[config.mk]
export PLATFORM = sky130hd
export DESIGN_NAME = gate_exec
export DESIGN_NICKNAME = d
export VERILOG_FILES = /design/src/gate_exec_pkg.sv /design/src/irq_gate.sv /design/src/index_resolve.sv /design/src/gate_exec.sv
export SDC_FILE = /design/constraint.sdc
export NUM_CORES = 1
export LEC_CHECK = 0
export ABC_AREA = 1
export BUFFER_PORTS_ARGS = -buffer_cell sky130_fd_sc_hd__buf_4
export CORE_MARGIN = 3
export CORE_UTILIZATION = 54
export CTS_CLUSTER_DIAMETER = 30
export DETAILED_ROUTE_END_ITERATION = 10
export PLACE_DENSITY = 0.85
export RECOVER_POWER = 100
export SLEW_MARGIN = 20
export SYNTH_ARGS = -nofsm -noshare
export SYNTH_HDL_FRONTEND = slang
export SYNTH_SLANG_ARGS = --single-unit
[constraint.sdc]
create_clock -name clk -period 4.2 [get_ports clk]
set_input_delay 0.42 -clock clk [delete_from_list [all_inputs] [get_ports clk]]
set_output_delay 0.42 -clock clk [all_outputs]
set_load 0.02 [all_outputs]
[src/gate_exec_pkg.sv]
// Overview of operation
// - the block and release ops gate process and time interrupts alike.
// - after the block op no further interrupt is serviced until release.
// - the release op undoes the block op and servicing resumes.
// - both gating ops run regardless of the logic result bit and keep it and the codes.
// - requests arriving while gated stay pending and are serviced after release.
// - the indexed prefix is a two-word instruction run regardless of the logic result bit.
// - the prefix word names a marker or data word; the next word gives op and operand class.
// - the following instruction runs with the parameter taken from the named index word.
// - for bit operands the bit number is the high byte and the byte number the low byte.
// - only the permitted operation groups may follow the prefix.
// - with a marker index, an and-scan of an input above byte 127 becomes one of an output.
// - the index word number is 0 to 254 for marker words and 0 to 255 for data words.
package gate_exec_pkg;

    // ========================================
    // instruction word layout and op codes
    localparam logic [7:0] OP_NOP = 8'h00;
    localparam logic [7:0] OP_INT_BLOCK = 8'h01;
    localparam logic [7:0] OP_INT_RELEASE = 8'h02;
    localparam logic [7:0] OP_DO_MARKER = 8'h03;
    localparam logic [7:0] OP_DO_DATA = 8'h04;
    // bit operand ops live in 8'h40..8'h5f, word ops in 8'h60..8'h7f
    localparam logic [7:0] OP_AND_INPUT = 8'h40;
    localparam logic [7:0] OP_AND_OUTPUT = 8'h41;
    localparam logic [2:0] BIT_GROUP = 3'h2;
    localparam logic [2:0] WORD_GROUP = 3'h3;

    // ========================================
    // index limits
    localparam logic [7:0] MARKER_IDX_MAX = 8'hfe;
    localparam logic [7:0] DATA_IDX_MAX = 8'hff;
    localparam logic [7:0] INPUT_BYTE_MAX = 8'h7f;
    localparam logic [7:0] ZERO_BYTE = 8'h00;

    // ========================================
    // carriers
    typedef struct packed {
        logic [7:0] op;
        logic [7:0] param;
    } ins_word_t;

    typedef struct packed {
        logic [7:0] op;
        logic [15:0] param;
    } exec_t;

    localparam exec_t EXEC_RESET = '{op: 8'h00, param: 16'h0000};

    typedef enum logic [1:0] {
        S_IDLE = 2'b00,
        S_INDEX = 2'b01,
        S_FOLLOW = 2'b10
    } seq_state_t;

    // ========================================
    // op classification
    function automatic logic isBitOp(input logic [7:0] op);
        isBitOp = (op[7:5] == BIT_GROUP);
    endfunction : isBitOp

    function automatic logic isIndexable(input logic [7:0] op);
        isIndexable = (op[7:5] == BIT_GROUP) || (op[7:5] == WORD_GROUP);
    endfunction : isIndexable

endpackage : gate_exec_pkg

[src/irq_gate.sv]
`timescale 1ns/10ps
`default_nettype none
module irq_gate (
    // clock and reset
    input wire logic clk,
    input wire logic resetn,
    // gate control
    input wire logic blockPulse,
    input wire logic releasePulse,
    input wire logic busy,
    // requests and acknowledges
    input wire logic procReq,
    input wire logic timeReq,
    input wire logic procAck,
    input wire logic timeAck,
    // state
    output logic gateClosed,
    output logic procPending,
    output logic timePending,
    output logic procService,
    output logic timeService
);

    // ========================================
    // gate and pending flags, set wins over clear
    always_ff @(posedge clk or negedge resetn) begin
        if (!resetn) begin
            gateClosed <= 1'b0;
            procPending <= 1'b0;
            timePending <= 1'b0;
        end else begin
            if (blockPulse) begin
                gateClosed <= 1'b1;
            end else if (releasePulse) begin
                gateClosed <= 1'b0;
            end
            procPending <= procReq | (procPending & ~procAck);
            timePending <= timeReq | (timePending & ~timeAck);
        end
    end

    // ========================================
    // service offered only with gate open and no two-word op in flight
    wire open = ~gateClosed & ~blockPulse & ~busy;
    assign procService = procPending & open;
    assign timeService = timePending & open;

endmodule : irq_gate
`default_nettype wire

[src/index_resolve.sv]
`timescale 1ns/10ps
`default_nettype none
module index_resolve (
    // prefix context
    input wire logic isMarker,
    input wire logic [15:0] indexWord,
    // following instruction
    input wire gate_exec_pkg::ins_word_t follow,
    // result
    output gate_exec_pkg::exec_t resolved,
    output logic permitted
);

    // ========================================
    // op substitution and parameter replacement
    wire bitOp = gate_exec_pkg::isBitOp(follow.op);
    wire [7:0] byteNum = indexWord[7:0];
    wire [7:0] bitNum = indexWord[15:8];
    wire toOutput = isMarker && (follow.op == gate_exec_pkg::OP_AND_INPUT)
        && (byteNum > gate_exec_pkg::INPUT_BYTE_MAX);

    assign permitted = gate_exec_pkg::isIndexable(follow.op);
    assign resolved.op = toOutput ? gate_exec_pkg::OP_AND_OUTPUT : follow.op;
    assign resolved.param = bitOp ? {bitNum, byteNum} : indexWord;

endmodule : index_resolve
`default_nettype wire

[src/gate_exec.sv]
`timescale 1ns/10ps
`default_nettype none
module gate_exec (
    // clock and reset
    input wire logic clk,
    input wire logic resetn,
    // instruction stream from decode
    input wire logic insValid,
    output logic insReady,
    input wire gate_exec_pkg::ins_word_t insWord,
    // index word read port
    output logic idxRdReq,
    output logic idxRdData,
    output logic [7:0] idxRdAddr,
    input wire logic idxRdValid,
    input wire logic [15:0] idxRdWord,
    // execution output
    output logic execValid,
    output gate_exec_pkg::exec_t execIns,
    // status pulses
    output logic flagsKeep,
    output logic illegalFollow,
    output logic rangeError,
    // interrupt requests and service
    input wire logic procReq,
    input wire logic timeReq,
    input wire logic procAck,
    input wire logic timeAck,
    output logic procService,
    output logic timeService,
    output logic procPending,
    output logic timePending,
    output logic gateClosed
);

    // ========================================
    // sequencer state
    gate_exec_pkg::seq_state_t state;
    gate_exec_pkg::seq_state_t next_state;

    // prefix context
    logic prefixMarker;
    logic [15:0] indexWord;

    // ========================================
    // decode of the word offered in idle
    wire take = insValid & insReady;
    wire inIdle = (state == gate_exec_pkg::S_IDLE);
    wire inIndex = (state == gate_exec_pkg::S_INDEX);
    wire inFollow = (state == gate_exec_pkg::S_FOLLOW);

    wire opBlock = (insWord.op == gate_exec_pkg::OP_INT_BLOCK);
    wire opRelease = (insWord.op == gate_exec_pkg::OP_INT_RELEASE);
    wire opDoMarker = (insWord.op == gate_exec_pkg::OP_DO_MARKER);
    wire opDoData = (insWord.op == gate_exec_pkg::OP_DO_DATA);
    wire opPrefix = opDoMarker | opDoData;

    // gating ops take effect on the word taken, no logic result check
    wire blockPulse = take & inIdle & opBlock;
    wire releasePulse = take & inIdle & opRelease;

    // marker words pair two bytes, so the last number is not usable
    wire markerRangeBad = opDoMarker
        && (insWord.param > gate_exec_pkg::MARKER_IDX_MAX);
    wire dataRangeBad = opDoData
        && (insWord.param > gate_exec_pkg::DATA_IDX_MAX);
    wire prefixBad = markerRangeBad | dataRangeBad;

    wire prefixStart = take & inIdle & opPrefix & ~prefixBad;
    wire prefixRefused = take & inIdle & opPrefix & prefixBad;
    wire plainIns = take & inIdle & ~opBlock & ~opRelease & ~opPrefix;

    // ========================================
    // resolution of the following word
    gate_exec_pkg::exec_t resolved;
    logic permitted;

    index_resolve u_resolve (
        .isMarker(prefixMarker),
        .indexWord(indexWord),
        .follow(insWord),
        .resolved(resolved),
        .permitted(permitted)
    );

    wire followTake = take & inFollow;
    wire followOk = followTake & permitted;
    wire followBad = followTake & ~permitted;

    // ========================================
    // interrupt gate, held closed over a two-word op
    irq_gate u_gate (
        .clk(clk),
        .resetn(resetn),
        .blockPulse(blockPulse),
        .releasePulse(releasePulse),
        .busy(~inIdle),
        .procReq(procReq),
        .timeReq(timeReq),
        .procAck(procAck),
        .timeAck(timeAck),
        .gateClosed(gateClosed),
        .procPending(procPending),
        .timePending(timePending),
        .procService(procService),
        .timeService(timeService)
    );

    // ========================================
    // stream handshake: stalled while the index word is read
    assign insReady = ~inIndex;

    // ========================================
    // next state
    always_comb begin
        next_state = state;
        unique case (state)
            gate_exec_pkg::S_IDLE: begin
                if (prefixStart) begin
                    next_state = gate_exec_pkg::S_INDEX;
                end
            end
            gate_exec_pkg::S_INDEX: begin
                if (idxRdValid) begin
                    next_state = gate_exec_pkg::S_FOLLOW;
                end
            end
            gate_exec_pkg::S_FOLLOW: begin
                if (followTake) begin
                    next_state = gate_exec_pkg::S_IDLE;
                end
            end
            default: begin
                next_state = gate_exec_pkg::S_IDLE;
            end
        endcase
    end

    // ========================================
    // state register
    always_ff @(posedge clk or negedge resetn) begin
        if (!resetn) begin
            state <= gate_exec_pkg::S_IDLE;
        end else begin
            state <= next_state;
        end
    end

    // ========================================
    // prefix context: which word kind, and the word once read
    always_ff @(posedge clk or negedge resetn) begin
        if (!resetn) begin
            prefixMarker <= 1'b0;
            indexWord <= 16'h0000;
        end else begin
            if (prefixStart) begin
                prefixMarker <= opDoMarker;
            end
            if (inIndex && idxRdValid) begin
                indexWord <= idxRdWord;
            end
        end
    end

    // ========================================
    // index word read request, one cycle pulse
    always_ff @(posedge clk or negedge resetn) begin
        if (!resetn) begin
            idxRdReq <= 1'b0;
            idxRdData <= 1'b0;
            idxRdAddr <= 8'h00;
        end else begin
            idxRdReq <= prefixStart;
            if (prefixStart) begin
                idxRdData <= opDoData;
                idxRdAddr <= insWord.param;
            end
        end
    end

    // ========================================
    // execution output: plain words pass, indexed words resolved
    always_ff @(posedge clk or negedge resetn) begin
        if (!resetn) begin
            execValid <= 1'b0;
            execIns <= gate_exec_pkg::EXEC_RESET;
        end else begin
            execValid <= plainIns | followOk;
            if (followOk) begin
                execIns <= resolved;
            end else if (plainIns) begin
                execIns <= '{op: insWord.op, param: {gate_exec_pkg::ZERO_BYTE, insWord.param}};
            end
        end
    end

    // ========================================
    // status pulses
    always_ff @(posedge clk or negedge resetn) begin
        if (!resetn) begin
            flagsKeep <= 1'b0;
            illegalFollow <= 1'b0;
            rangeError <= 1'b0;
        end else begin
            // gating ops and the prefix word leave result bit and codes alone
            flagsKeep <= blockPulse | releasePulse | prefixStart;
            illegalFollow <= followBad;
            rangeError <= prefixRefused;
        end
    end

endmodule : gate_exec
`default_nettype wire

==> results.sh <==
export IMPL_status="complete, no violations"
export IMPL_root_buffer="clkbuf_8"
export IMPL_wl_um=5820
export IMPL_ys_dominant_reg_cell="dfrtp_1"
export IMPL_cts_inserted_buffers=9
export IMPL_first_global_vias=2031
export IMPL_period_needed_ps=2740
export IMPL_place_inst=401
export IMPL_post_cts_buffers=0
export IMPL_critPathKind="flip-flop to flip-flop"
export IMPL_grt_util_met3_pct=4.35
export IMPL_syn_inst=275
export IMPL_synthTopCellsByCount="nand2_1, dfrtp_1, nand3_1"
export IMPL_drc_errors=0
export IMPL_clkTransAtPathRegs_ps=70
export IMPL_startpoint_type="flip-flop"
export IMPL_core_um2=4500
export IMPL_reg2reg_depth=6
export IMPL_track_usage_pct=21.8
export IMPL_busiest_layer="met2"
export IMPL_clockBufferDepth=2
export IMPL_synth_edf_count=0
export IMPL_antenna_left=0
export IMPL_cts_sinks=60
export IMPL_critPathRequiredTime_ps=4460
export IMPL_setup_worst_path_start="state[0]"
export IMPL_hold_viol_final=0
export IMPL_syn_nets=315
export IMPL_worstSetupEndpointType="flip-flop"
export IMPL_fp_dieW_um=75.4
export IMPL_cp_max_fo=25
export IMPL_core_rowCount=24
export IMPL_r2r_end="execIns[1]"
export IMPL_drt_first_pass_iters=4
export IMPL_cts_resized=0
export IMPL_crit_slowest_cell="nand2_1"
export IMPL_r2r_setup_slack_ps=1460
export IMPL_drive_gt1_share_pct=20.3
export IMPL_grt_pass1_wl_um=9160
export IMPL_cp_num_buf_inv=0
export IMPL_vias=2144
export IMPL_start_util_pct=57.8
export IMPL_total_power_mw=1.29
export IMPL_ctsHoldBuffers=0
export IMPL_clock_insertion_delay_worst_skew_ps=330
export IMPL_die_area_um2=5690
export IMPL_antenna_found_initial=0
export IMPL_cp_common_cell="nand2_1"
export IMPL_setup_tns_ps=0
export IMPL_rsz0062_at_grt="no"
export IMPL_finalCritPeriodShare_pct=65.3
export IMPL_finalClockSkew_ps=6.57
export IMPL_n_antenna_cell=0
export IMPL_leakagePower_nw=1.71
export IMPL_setup_violations=0
export IMPL_slew_viol_final=0
export IMPL_drv_cap=0
export IMPL_synthesis_area_um2=2600
export IMPL_ys_ff_latch=60
export IMPL_portBuffers=83
export IMPL_ys_types=25
export IMPL_hpwlAfterDp_um=4170
export IMPL_cp_slowest_stage_delay_ps=770
export IMPL_grt_ovfl_total=0
export IMPL_grt_max_degree=61
export IMPL_cp_cell_sequence="or2_0 -> nor2_1 -> nand3_1 -> nand2_1 -> nand2_1 -> nand2_1"
export IMPL_synth_warnings=0
export IMPL_via_per_inst=5.15
export IMPL_area_growth_pct=22.3
export IMPL_pre_cts_ws_ps=2100
export IMPL_synth_avg_cell_area_um2=9.46
export IMPL_fp_dieH_um=75.4
export IMPL_ys_async_sr_fraction_pct=100
export IMPL_power_density_nw_per_um2=404
export IMPL_crit_family="simple AND/OR/NAND/NOR gates"
export IMPL_synth_top_area_share_pct=57.7
export IMPL_htree_num_levels=3
export IMPL_hold_class="input pin to asynchronous set/reset pin"
export IMPL_final_cells=416
export IMPL_ioPinCount=84
export IMPL_setup_ws_ps=1460
export IMPL_fmax_ghz=0.365
export IMPL_yosysTopAreaCell="dfrtp_1"
export IMPL_reg2reg_from="state[0]"
export IMPL_use_met1_pct=25.6
export IMPL_use_met2_pct=38.2
export IMPL_tightestPinTransition_ps=920
export IMPL_vdd_ir_drop_max_uv=283
export IMPL_nets=400
export IMPL_worstPathArrival_ps=3000
export IMPL_ys_top_cells_by_area="dfrtp_1, nand2_1, mux2_2, nand3_1, nor2_1"
export IMPL_cts_tree="built"
export IMPL_relSlewSlack_pct=38.5
export IMPL_routabilityCongestion=0.817
export IMPL_yosysMostFrequentCell="nand2_1"
export IMPL_drtIter0Drc=76
export IMPL_ys_seq_area_share_pct=57.7
export IMPL_wl_per_cell_um=14.0
## stage by stage
| stage | util, % | area, um2 | hold WS, ps |
|---|---|---|---|
| final | 70.6 | 3180 | 146 |
| after CTS | 75.5 | 3400 | 167 |
| after global routing | 70.6 | 3180 | 204 |
| after floorplan | - | 2600 | 124 |
| after detailed placement | 71.8 | 3230 | 460 |
| after global placement | 71.8 | 3230 | 455 |
## sequential cells by signal, indices dropped and copies added (netlist names)
register and cells:
execIns 24, indexWord 16, idxRdAddr 8, state 2, execValid 1, flagsKeep 1
idxRdData 1, idxRdReq 1, illegalFollow 1, prefixMarker 1, rangeError 1, u_gate.gateClosed 1
u_gate.procPending 1, u_gate.timePending 1
## worst max path at each step
stage	to	slack [ps]	depth (start not counted)
after global routing	execIns[19]	1200	6
after CTS	timeService	2190	6
after floorplan	procService	2660	4
after global placement	execIns[3]	2160	8
after detailed placement	execIns[7]	2100	7
final	execIns[1]	1460	6
## where the power goes
group          internal [mW]  switching, mW  leakage [nW]
registers              0.630         0.0272         0.779
clock network          0.242          0.208        0.0893
logic                 0.0701          0.109         0.845
## area by class of cell
type	instances	area, um2
Multi-Input combinational cell	193	940
Timing Repair Buffer	83	458
Clock inverter	2	10.0
Fill cell	385	1320
Clock buffer	13	159
Inverter	13	48.8
Tap cell	52	65.1
Sequential cell	60	1500
## worst register-to-register path: stages (launching register included)
cell and delay (ps):
dfrtp_1 400, or2_0 270, nor2_1 290, nand3_1 750, nand2_1 770, nand2_1 120, nand2_1 90
## logic make-up after synthesis
| kind of cell | synth area share (%) |
|---|---|
| compound gates | 1.63 |
| mux | 6.49 |
| flops | 57.7 |
| buf+inv | 4.13 |
| simple gates | 30.0 |
## cells in the final DEF, fill, tap and decap left out
master    Yosys  final
nand4_1       3      3
nand3b_1      1      1
nand3_2       3      1
clkbuf_8      0     11
nand2_1     110    112
o21ai_0       2      2
nor3_1        2      2
mux2_2       15     15
nor2_2        2      1
inv_2         2      1
nor2_4        3      3
nor2_1       15     17
nand3_1      26     29
a21oi_1       2      2
inv_1        11     12
dfrtp_1      60     60
clkbuf_1      2     46
clkinv_2      0      2
o21bai_1      3      3
buf_4         4     39
nand2_2       2      1
or2_0         0      1
## routing by layer
metal  vias up  wire length, um
met1      1017             2380
met5         -                0
li1       1048                -
met2        72             3020
met4         0               72
met3         7              349
No activity file was read; power rests on OpenSTA's default activity.
